<file path="src/sdid_consts.svh">
`ifndef SDID_CONSTS_SVH
`define SDID_CONSTS_SVH
// mode codes on i_ctrl_mode
`define SDID_MODE_PT    4'h0
`define SDID_MODE_PR    4'h1
`define SDID_MODE_S     4'h2
`define SDID_MODE_T     4'h3
`define SDID_MODE_SZ    4'h4
`define SDID_MODE_TZ    4'h5
`define SDID_MODE_PT_S  4'h6
`define SDID_MODE_PR_S  4'h7
`define SDID_MODE_S_T   4'h8
`define SDID_MODE_PT_T  4'h9
`define SDID_MODE_PR_T  4'hA
// input bit positions in i_din
`define SDID_DI_EN      0
`define SDID_DI_ALARM_RESET_INPUT    1
`define SDID_DI_PULSE_COUNTER_CLEAR_INPUT    2
`define SDID_DI_ZHOLD   3
`define SDID_DI_INV     4
`define SDID_DI_TRIG    5
`define SDID_DI_TLV     6
`define SDID_DI_SLV     7
`define SDID_DI_TARGET_SELECT_BIT0    8
`define SDID_DI_SPD0    14
`define SDID_DI_TCM0    16
`define SDID_DI_SP      18
`define SDID_DI_ST      19
`define SDID_DI_TP      20
`define SDID_DI_W       21
`define SDID_FAULT_W    16
`define SDID_OUTF_W     16
`define SDID_DO_W       5
`endif

</file>
<file path="src/sdid_pkg.sv">
`default_nettype none
`include "sdid_consts.svh"
package sdid_pkg;
  // active control loop
  typedef enum logic [1:0] {
    SDID_LOOP_POS = 2'b00,
    SDID_LOOP_SPD = 2'b01,
    SDID_LOOP_TRQ = 2'b10
  } sdid_loop_t;
endpackage
`default_nettype wire

</file>
<file path="src/sdid_decoder.sv">
// Functional notes
// - drive enable input energises the servo ready state in every mode.
// - alarm reset clears only faults marked clearable; others stay latched.
// - in pulse/stored position modes, counter clear runs selected clear mode.
// - zero-speed hold with speed below threshold holds present position.
// - in torque and speed modes, direction invert reverses commanded rotation.
// - stored target move starts only on rising edge of move trigger.
// - six target select bits form binary index into 64 targets.
// - in speed modes torque limit applies only while its valid input is on.
// - in torque modes speed limit applies only while its valid input is on.
// - two speed source bits select the speed command source.
// - two torque source bits select the torque command source.
// - speed/position modes: switch off gives speed, on gives position.
// - speed/torque mode: switch off gives speed, on gives torque.
// - torque/position modes: switch off gives torque, on gives position.
// - non-default output functions reach a pin only when assigned, with sense.
`default_nettype none
`include "sdid_consts.svh"
module sdid_decoder
  import sdid_pkg::*;
(
  input  wire logic                       i_sys_clk,
  input  wire logic                       i_rst_b,
  input  wire logic [`SDID_DI_W-1:0]      i_din,
  input  wire logic [3:0]                 i_ctrl_mode,
  input  wire logic [`SDID_FAULT_W-1:0]   i_fault_set,
  input  wire logic [`SDID_FAULT_W-1:0]   i_fault_clearable,
  input  wire logic [1:0]                 i_clr_mode,
  input  wire logic                       i_speed_below_zero_thr,
  input  wire logic [`SDID_OUTF_W-1:0]    i_out_func,
  input  wire logic [`SDID_DO_W*4-1:0]    i_do_sel,
  input  wire logic [`SDID_DO_W-1:0]      i_do_active_low,
  input  wire logic [`SDID_DO_W-1:0]      i_do_assigned,
  output var  logic                       o_servo_ready,
  output var  logic [`SDID_FAULT_W-1:0]   o_fault,
  output var  logic                       o_cnt_clear,
  output var  logic [1:0]                 o_cnt_clear_mode,
  output var  logic                       o_pos_hold,
  output var  logic                       o_dir_invert,
  output var  logic                       o_move_start,
  output var  logic [5:0]                 o_target_idx,
  output var  logic                       o_trq_limit_en,
  output var  logic                       o_spd_limit_en,
  output var  logic [1:0]                 o_spd_src,
  output var  logic [1:0]                 o_trq_src,
  output var  sdid_loop_t                 o_loop,
  output var  logic [`SDID_DO_W-1:0]      o_dout
);

  //--------------------------------------------------------------------------
  // mode decode helpers
  //--------------------------------------------------------------------------
  // true where a speed loop may run
  function automatic logic f_spd_mode(input logic [3:0] m);
    f_spd_mode = (m == `SDID_MODE_S) || (m == `SDID_MODE_SZ) ||
                 (m == `SDID_MODE_PT_S) || (m == `SDID_MODE_PR_S) ||
                 (m == `SDID_MODE_S_T);
  endfunction

  // true where a torque loop may run, and in pulse position mode
  function automatic logic f_trq_mode(input logic [3:0] m);
    f_trq_mode = (m == `SDID_MODE_T) || (m == `SDID_MODE_TZ) ||
                 (m == `SDID_MODE_PT_T) || (m == `SDID_MODE_PR_T) ||
                 (m == `SDID_MODE_S_T) || (m == `SDID_MODE_PT);
  endfunction

  //--------------------------------------------------------------------------
  // input synchroniser
  //--------------------------------------------------------------------------
  logic [`SDID_DI_W-1:0] meta_q, meta_d;
  logic [`SDID_DI_W-1:0] sync_q, sync_d;
  logic [`SDID_DI_W-1:0] prev_q, prev_d;
  logic [`SDID_DI_W-1:0] rise;

  // two stages; only sync_q and prev_q feed logic
  always_comb begin
    meta_d = i_din;
    sync_d = meta_q;
    prev_d = sync_q;
  end

  always_ff @(posedge i_sys_clk) begin
    if (!i_rst_b) begin
      meta_q <= '0;
      sync_q <= '0;
      prev_q <= '0;
    end else begin
      meta_q <= meta_d;
      sync_q <= sync_d;
      prev_q <= prev_d;
    end
  end

  assign rise = sync_q & ~prev_q;

  //--------------------------------------------------------------------------
  // decoded state
  //--------------------------------------------------------------------------
  logic                     ready_q, ready_d;
  logic [`SDID_FAULT_W-1:0] fault_q, fault_d;
  logic                     clr_q, clr_d;
  logic [1:0]               clrm_q, clrm_d;
  logic                     hold_q, hold_d;
  logic                     inv_q, inv_d;
  logic                     move_q, move_d;
  logic [5:0]               idx_q, idx_d;
  logic                     tlen_q, tlen_d;
  logic                     slen_q, slen_d;
  logic [1:0]               ssrc_q, ssrc_d;
  logic [1:0]               tsrc_q, tsrc_d;
  sdid_loop_t               loop_q, loop_d;
  logic [`SDID_DO_W-1:0]    dout_q, dout_d;
  logic                     pos_mode;

  assign pos_mode = (i_ctrl_mode == `SDID_MODE_PT) || (i_ctrl_mode == `SDID_MODE_PR);

  // next values of every decoded action
  always_comb begin
    ready_d = sync_q[`SDID_DI_EN];
    // new faults win over a same-cycle reset; only clearable ones drop
    fault_d = fault_q;
    if (rise[`SDID_DI_ALARM_RESET_INPUT]) begin
      fault_d = fault_q & ~i_fault_clearable;
    end
    fault_d = fault_d | i_fault_set;
    clr_d  = pos_mode && rise[`SDID_DI_PULSE_COUNTER_CLEAR_INPUT];
    clrm_d = i_clr_mode;
    hold_d = sync_q[`SDID_DI_ZHOLD] && i_speed_below_zero_thr;
    // pulse position counts as torque only for source select; keep it out here
    inv_d  = sync_q[`SDID_DI_INV] && !pos_mode &&
             (f_spd_mode(i_ctrl_mode) || f_trq_mode(i_ctrl_mode));
    move_d = (i_ctrl_mode == `SDID_MODE_PR) && rise[`SDID_DI_TRIG];
    idx_d  = sync_q[`SDID_DI_TARGET_SELECT_BIT0 +: 6];
    tlen_d = f_spd_mode(i_ctrl_mode) && sync_q[`SDID_DI_TLV];
    slen_d = f_trq_mode(i_ctrl_mode) && !pos_mode && sync_q[`SDID_DI_SLV];
    ssrc_d = f_spd_mode(i_ctrl_mode) ? sync_q[`SDID_DI_SPD0 +: 2] : 2'h0;
    tsrc_d = f_trq_mode(i_ctrl_mode) ? sync_q[`SDID_DI_TCM0 +: 2] : 2'h0;
    case (i_ctrl_mode)
      `SDID_MODE_PT, `SDID_MODE_PR: begin
        loop_d = SDID_LOOP_POS;
      end
      `SDID_MODE_S, `SDID_MODE_SZ: begin
        loop_d = SDID_LOOP_SPD;
      end
      `SDID_MODE_T, `SDID_MODE_TZ: begin
        loop_d = SDID_LOOP_TRQ;
      end
      `SDID_MODE_PT_S, `SDID_MODE_PR_S: begin
        loop_d = sync_q[`SDID_DI_SP] ? SDID_LOOP_POS : SDID_LOOP_SPD;
      end
      `SDID_MODE_S_T: begin
        loop_d = sync_q[`SDID_DI_ST] ? SDID_LOOP_TRQ : SDID_LOOP_SPD;
      end
      `SDID_MODE_PT_T, `SDID_MODE_PR_T: begin
        loop_d = sync_q[`SDID_DI_TP] ? SDID_LOOP_POS : SDID_LOOP_TRQ;
      end
      default: begin
        loop_d = SDID_LOOP_POS;
      end
    endcase
  end

  //--------------------------------------------------------------------------
  // output function routing
  //--------------------------------------------------------------------------
  // unassigned pins idle off; the sense bit flips the level
  genvar g;
  generate
    for (g = 0; g < `SDID_DO_W; g++) begin : g_do
      always_comb begin
        dout_d[g] = i_do_assigned[g] &&
                    (i_out_func[i_do_sel[g*4 +: 4]] ^ i_do_active_low[g]);
      end
    end
  endgenerate

  // register all decoded outputs
  always_ff @(posedge i_sys_clk) begin
    if (!i_rst_b) begin
      ready_q <= 1'b0;
      fault_q <= '0;
      clr_q   <= 1'b0;
      clrm_q  <= 2'h0;
      hold_q  <= 1'b0;
      inv_q   <= 1'b0;
      move_q  <= 1'b0;
      idx_q   <= 6'h00;
      tlen_q  <= 1'b0;
      slen_q  <= 1'b0;
      ssrc_q  <= 2'h0;
      tsrc_q  <= 2'h0;
      loop_q  <= SDID_LOOP_POS;
      dout_q  <= '0;
    end else begin
      ready_q <= ready_d;
      fault_q <= fault_d;
      clr_q   <= clr_d;
      clrm_q  <= clrm_d;
      hold_q  <= hold_d;
      inv_q   <= inv_d;
      move_q  <= move_d;
      idx_q   <= idx_d;
      tlen_q  <= tlen_d;
      slen_q  <= slen_d;
      ssrc_q  <= ssrc_d;
      tsrc_q  <= tsrc_d;
      loop_q  <= loop_d;
      dout_q  <= dout_d;
    end
  end

  assign o_servo_ready    = ready_q;
  assign o_fault          = fault_q;
  assign o_cnt_clear      = clr_q;
  assign o_cnt_clear_mode = clrm_q;
  assign o_pos_hold       = hold_q;
  assign o_dir_invert     = inv_q;
  assign o_move_start     = move_q;
  assign o_target_idx     = idx_q;
  assign o_trq_limit_en   = tlen_q;
  assign o_spd_limit_en   = slen_q;
  assign o_spd_src        = ssrc_q;
  assign o_trq_src        = tsrc_q;
  assign o_loop           = loop_q;
  assign o_dout           = dout_q;

  //--------------------------------------------------------------------------
  // checks
  //--------------------------------------------------------------------------
  property p_ready;
    @(posedge i_sys_clk) disable iff (!i_rst_b)
      sync_q[`SDID_DI_EN] |=> o_servo_ready;
  endproperty
  a_ready: assert property (p_ready) else $error("enable did not ready servo");

  property p_fault_keep;
    @(posedge i_sys_clk) disable iff (!i_rst_b)
      ($past(o_fault) & ~$past(i_fault_clearable) & ~o_fault) == '0;
  endproperty
  a_fault_keep: assert property (p_fault_keep) else $error("non-clearable fault lost");

  property p_clr;
    @(posedge i_sys_clk) disable iff (!i_rst_b)
      o_cnt_clear |-> $past(pos_mode) && $past(rise[`SDID_DI_PULSE_COUNTER_CLEAR_INPUT]);
  endproperty
  a_clr: assert property (p_clr) else $error("counter clear without cause");

  property p_hold;
    @(posedge i_sys_clk) disable iff (!i_rst_b)
      o_pos_hold |-> $past(i_speed_below_zero_thr);
  endproperty
  a_hold: assert property (p_hold) else $error("hold while speed high");

  property p_move_pulse;
    @(posedge i_sys_clk) disable iff (!i_rst_b)
      o_move_start |=> !o_move_start;
  endproperty
  a_move_pulse: assert property (p_move_pulse) else $error("move start repeated");

  property p_idx;
    @(posedge i_sys_clk) disable iff (!i_rst_b)
      ##1 o_target_idx == $past(sync_q[`SDID_DI_TARGET_SELECT_BIT0 +: 6]);
  endproperty
  a_idx: assert property (p_idx) else $error("target index mismatch");

  property p_tlim;
    @(posedge i_sys_clk) disable iff (!i_rst_b)
      o_trq_limit_en |-> $past(sync_q[`SDID_DI_TLV]);
  endproperty
  a_tlim: assert property (p_tlim) else $error("torque limit without valid");

  property p_slim;
    @(posedge i_sys_clk) disable iff (!i_rst_b)
      o_spd_limit_en |-> $past(sync_q[`SDID_DI_SLV]);
  endproperty
  a_slim: assert property (p_slim) else $error("speed limit without valid");

  property p_st;
    @(posedge i_sys_clk) disable iff (!i_rst_b)
      (i_ctrl_mode == `SDID_MODE_S_T && sync_q[`SDID_DI_ST]) |=> o_loop == SDID_LOOP_TRQ;
  endproperty
  a_st: assert property (p_st) else $error("speed/torque switch wrong");

  property p_move_cause;
    @(posedge i_sys_clk) disable iff (!i_rst_b)
      o_move_start |-> $past(i_ctrl_mode == `SDID_MODE_PR) && $past(rise[`SDID_DI_TRIG]);
  endproperty
  a_move_cause: assert property (p_move_cause) else $error("stray move start");

  property p_inv;
    @(posedge i_sys_clk) disable iff (!i_rst_b)
      o_dir_invert |-> $past(sync_q[`SDID_DI_INV]) && !$past(pos_mode);
  endproperty
  a_inv: assert property (p_inv) else $error("invert outside speed or torque");

  property p_sp;
    @(posedge i_sys_clk) disable iff (!i_rst_b)
      ((i_ctrl_mode == `SDID_MODE_PT_S || i_ctrl_mode == `SDID_MODE_PR_S) &&
       sync_q[`SDID_DI_SP]) |=> o_loop == SDID_LOOP_POS;
  endproperty
  a_sp: assert property (p_sp) else $error("speed/position switch wrong");

  property p_tp;
    @(posedge i_sys_clk) disable iff (!i_rst_b)
      ((i_ctrl_mode == `SDID_MODE_PT_T || i_ctrl_mode == `SDID_MODE_PR_T) &&
       !sync_q[`SDID_DI_TP]) |=> o_loop == SDID_LOOP_TRQ;
  endproperty
  a_tp: assert property (p_tp) else $error("torque/position switch wrong");

endmodule // sdid_decoder
`default_nettype wire

</file>
<file path="config.mk">
export PLATFORM = sky130hd
export DESIGN_NAME = sdid_decoder
export DESIGN_NICKNAME = d
export VERILOG_FILES = /design/src/sdid_pkg.sv /design/src/sdid_decoder.sv
export VERILOG_INCLUDE_DIRS = /design/src /design/src/src
export SDC_FILE = /design/constraint.sdc
export NUM_CORES = 1
export LEC_CHECK = 0
export ABC_AREA = 1
export BUFFER_PORTS_ARGS = -buffer_cell sky130_fd_sc_hd__clkbuf_2
export CORE_ASPECT_RATIO = 1.4
export CORE_MARGIN = 2
export CORE_UTILIZATION = 54
export CTS_BUF_LIST = sky130_fd_sc_hd__clkbuf_4 sky130_fd_sc_hd__clkbuf_8
export DETAILED_ROUTE_END_ITERATION = 7
export HOLD_SLACK_MARGIN = 0.05
export PLACE_DENSITY = 0.89
export SYNTH_ARGS = -nofsm -noshare
export SYNTH_HDL_FRONTEND = slang
export SYNTH_SLANG_ARGS = --single-unit
</file>
<file path="constraint.sdc">
create_clock -name i_sys_clk -period 2.8 [get_ports i_sys_clk]
set_clock_uncertainty 0.2 [all_clocks]
set_input_delay 0.28 -clock i_sys_clk [delete_from_list [all_inputs] [get_ports i_sys_clk]]
set_output_delay 0.28 -clock i_sys_clk [all_outputs]
set_load 0.02 [all_outputs]
</file>
# After elaboration in Yosys (flattened, before gate mapping)
# Index checks and enable logic that the tools add are counted.
[totals]
register_bits = 90
word_cells = 89
inputBits = 108
out_inout_bits = 42
[op_classes]
n_mux = 15
n_lt_le_gt_ge = 5
eq_ne = 10
reduce_logical = 32
n_bitwise = 10
[op_table]
columns = ["cell", "count"]
rows = [
  ["less-than comparator 4 x 5 -> 1 bit (second input constant)", 5],
  ["binary-select mux 1 bit (select 4 bit)", 5],
  ["bitwise AND 16 bit", 1],
  ["== test 4 x 3 -> 1 bit (second input constant)", 4],
  ["2-to-1 mux 16 bit", 1],
  ["inverter 16 bit", 1],
  ["OR 16 bit", 1],
  ["logical AND 1 bit", 13],
  ["== test 4 bit (second input constant)", 3],
  ["logical OR 1 bit", 11],
  ["one-hot mux 2 bit (5 select lines)", 1],
  ["== test 4 x 2 -> 1 bit (second input constant)", 2],
  ["OR reduction 2 bit", 4],
  ["bitwise AND 6 bit", 1],
  ["2-to-1 mux 1 bit", 6],
  ["inverter 6 bit", 1],
  ["XOR 1 bit", 5],
  ["== test 4 x 1 -> 1 bit (second input constant)", 1],
  ["logical NOT 4 bit", 1],
  ["2-to-1 mux 2 bit", 2],
  ["AND reduction 2 bit", 2],
  ["logical NOT 1 bit", 1],
]

# Depth between registers and ports, before layout
[depth]
depth_word = 8
depth_mapped = 10
ltp_nobuf = 9

# Least setup slack after synthesis
# OpenSTA, ideal clock, no wires.
[synth_path]
path_kind = "input to register"
from = "in i_do_sel[8]"
to = "reg dout_q[2], in the netlist o_dout[2]"
setup_time_ns = 0.111
slack_ns = 1.603
cell_stages = 10
n_path_buf = 1
arrival_ns = 0.887
t_required_ns = 2.489
cell_sequence = "buf_6 -> inv_8 -> nand2_1 -> nand3_1 -> nand3_1 -> nand3_2 -> nand2_1 -> nand2_1 -> nand2_1 -> nor2_2"
[synth_between]
elab_chain_len = 4
[synth_lines]
columns = ["item", "line_no", "rtl"]
rows = [
  ["from (decl)", "sdid_decoder.sv:31", "input wire logic [`SDID_DO_W*4-1:0] i_do_sel,"],
  ["binary-select mux 1 bit (select 4 bit)", "sdid_decoder.sv:172", "(i_out_func[i_do_sel[g*4 +: 4]] ^ i_do_active_low[g]);"],
  ["2-to-1 mux 1 bit (not written as such)", "sdid_decoder.sv:172", ""],
  ["XOR 1 bit", "sdid_decoder.sv:172", ""],
  ["logical AND 1 bit", "sdid_decoder.sv:171", "dout_d[g] = i_do_assigned[g] &&"],
  ["to (signal assigned)", "sdid_decoder.sv:208", "dout_q <= dout_d;"],
  ["to (decl)", "sdid_decoder.sv:112", "logic [`SDID_DO_W-1:0] dout_q, dout_d;"],
]
# No other way between the ends. The select of a mux whose other input is x is not followed.
# A chain may end at the register's enable or synchronous reset.

# Final worst setup path
[layout_path]
from = "reg sync_q[1], in the netlist prev_d[1]"
to = "reg fault_q[1], in the netlist o_fault[1]"
[layout_between]
elab_chain_len = 3
[layout_lines]
columns = ["item", "line_no", "rtl"]
rows = [
  ["from (decl)", "sdid_decoder.sv:71", "logic [`SDID_DI_W-1:0] sync_q, sync_d;"],
  ["from (signal assigned)", "sdid_decoder.sv:89", "sync_q <= sync_d;"],
  ["bitwise AND 6 bit", "sdid_decoder.sv:94", "assign rise = sync_q & ~prev_q;"],
  ["2-to-1 mux 16 bit", "sdid_decoder.sv:122", "if (rise[`SDID_DI_ALARM_RESET_INPUT]) begin"],
  ["OR 16 bit", "sdid_decoder.sv:125", "fault_d = fault_d | i_fault_set;"],
  ["to (signal assigned)", "sdid_decoder.sv:196", "fault_q <= fault_d;"],
  ["to (decl)", "sdid_decoder.sv:100", "logic [`SDID_FAULT_W-1:0] fault_q, fault_d;"],
]
# No other way between the ends.

==> run metrics <==
outcome=finished, final reports clean; Hold Vio Cnt, Final=0; CTS tree=yes; starting density of the core=54.9%; number of global-route vias before repair=slightly above 4,000; Residual DRC=0; FILL cells=446; Clk pin slew, worst setup/hold paths=100 ps; Seq/Total Area, Yosys=46.0%; register area=approximately 1700 um^2; Pre-antenna DRT Iters=5; postcts setup bufs=0; clock tree sinks=87; cell family with most CP delay=flip-flops; first-pass GRT wire length=19.0 mm; Nets=853; routed via count=approximately 4,200; Slew HR=57.8%; Hold-fix buffers, CTS=65; Worst-Skew Late Latency=360 ps; Critical Path AT=2100 ps; critical-path cell list=nand3_1 -> a21oi_1 -> dlygate4sd3_1 -> nor2_1; Achievable Freq=488 MHz; hold_sp=i_fault_clearable[2]; WL final=about 12 mm; yosys warns=0; largest net degree at the start of global routing=38; Hold Path Depth=4; Syn Std Cell Area=roughly 3800 um^2; Leak=3.15 nW; Std-Cell Rows=36; Area after DPL=4550 um^2; Hold EP=o_fault[2]; maximum vdd drop=0.449 mV; ANT nets after route=0; pre-CTS setup slack=1230 ps; final period utilization=73.3%; crit path time final=2050 ps; max-slew violation count=0; # IOs=150; synthesized flop and latch total=just under 90; Placer Congestion=0.929; DRC marker count from the first detailed-route iteration=255; final setup margin=749 ps; Area Growth Syn to Fin=43.2%; critical path peak fanout=17; Syn Inst Count=535; unique cell type count in the Yosys netlist=21; FF-to-FF Start=prev_d[1]; proportion of layout cells with a drive suffix above 1=27.3%; total track usage=33.1%; die height=between 100 and 150 um; Die X-Extent=74.8 um; Buffers & Inverters on Critical Path=1; gr ovfl total=0; CP Capture Type=register; cts repair resizes=0; Final setup viols=0; Slew @ Worst Pin=632 ps; H-tree depth=3; clk buf depth=2; CP max-delay cell=dfxtp_1; FF-to-FF setup slack=approximately 750 ps; setup_tns=0 ps; Critical Path RT=around 2900 ps; Synth Area per Inst=around 7.1 um^2; Worst Hold Slack=88.1 ps; Multi-input gate area=between 1000 and 1500 um^2; element type at the critical path start=register; fin area=between 5000 and 6000 um^2; RSZ-0062 raised after global routing=no; initial antenna violation count=1; maxcap violations=0; Via density=5.00; critical path type=reg2reg; DIE AREA=7710 um^2; R2R depth=4; root buf cell=clkbuf_8; TritonCTS buffer count=9; PD cells=507 nW/um^2; wire per inst=14.6 um; Reg2Reg Capture Point=o_fault[1]; Post-DP HPWL=approximately 7 mm; Post-Syn Nets=643; Port Buffers=149; Hold WC Path Type=in2reg; Total Power=approximately 2.7 mW; Max stage delay on crit path=740 ps; area of the core=6890 um^2
[cell type report]
cell class              count  area share [%]
well taps                  95            2.19
clock buffers               9            2.29
flip-flops and latches     87            32.1
multi-input cells         322            27.5
repair buffers            215            25.9
inverters                 110            8.26
clock inverters             7            1.66
diodes                      1          0.0462
[Yosys cell counts, drive strengths merged]
master	n	share of area, %
a21oi	17	2.3
buf	11	2.3
clkbuf	5	0.50
dfxtp	87	46
inv	110	12
nand2	168	17
nand3	92	15
nand3b	1	0.20
nor2	36	3.9
nor3	5	0.66
nor4	1	0.17
o21ai	1	0.23
o22ai	1	0.17
[metrics by stage]
stage          instances  util, %
2_1_floorplan        535        -
3_3_place_gp         764     66.1
3_5_place_dp         764     66.1
4_1_cts              845     78.6
5_1_grt              846     78.6
6_report             846     78.6
[state kept, by name (all words and copies together), names as in the netlist]
| signal | flops |
|---|---|
| meta_q | 21 |
| prev_d | 21 |
| o_fault | 16 |
| o_target_idx | 6 |
| o_dout | 5 |
| prev_q | 4 |
| o_cnt_clear_mode | 2 |
| o_loop | 2 |
| o_spd_src | 2 |
| o_trq_src | 2 |
| o_cnt_clear | 1 |
| o_dir_invert | 1 |
| o_move_start | 1 |
| o_pos_hold | 1 |
| o_spd_limit_en | 1 |
| o_trq_limit_en | 1 |
[layer usage]
layer	up-vias	part of all wire [%]	track usage, %	wire length [um]
li1	2040	-	-	-
met2	245	52	59.2	6410
met5	-	0	0	0
met3	61	8.1	8.70	1000
met1	1882	35	33.0	4290
met4	0	5.2	21.0	645
[worst reg2reg max path: stages, from the launching register on]
cell           delay (ps)
dfxtp_1               740
nand3_1               200
a21oi_1               180
dlygate4sd3_1         580
nor2_1                 60
[cell usage in the layout, fill, tap and decap left out, drive strengths merged]
| cell type | instances |
|---|---|
| dfxtp | 87 |
| nand3 | 92 |
| clkbuf | 158 |
| clkinv | 1 |
| nor3 | 5 |
| bufinv | 1 |
| nand3b | 1 |
| nand2 | 168 |
| diode | 1 |
| inv | 113 |
| o22ai | 1 |
| o21ai | 1 |
| a21oi | 17 |
| nor2 | 36 |
| nor4 | 1 |
| buf | 1 |
| clkinvlp | 2 |
| dlygate4sd3 | 65 |
[report_power, final]
group / switching, mW / internal, mW
registers: 0.0278 / 1.30
logic: 0.279 / 0.220
clock network: 0.494 / 0.432
total: 0.801 / 1.95
[how the worst max path moves through the flow]
stage	startpoint	endpoint	slack (ps)	cells past startpoint
after floorplan	i_do_sel[8]	o_dout[2]	1600	10
final	prev_d[1]	o_fault[1]	750	4
after global routing	prev_d[1]	o_fault[4]	650	4
after CTS	prev_d[1]	o_fault[1]	890	4
after detailed placement	i_rst_b	prev_d[3]	1230	4
after global placement	i_rst_b	o_target_idx[3]	1280	4
[cell families (layout without fill, tap and decap cells)]
group	Yosys count	in the layout	share of synthesized area, %
AND/OR/NAND/NOR	303	303	36.6
buffers and inverters	126	341	14.6
other	0	1	0
flip-flops	87	87	46.0
AO/OA/AOI/OAI	19	19	2.74
No activity file was read; power rests on OpenSTA's default activity.
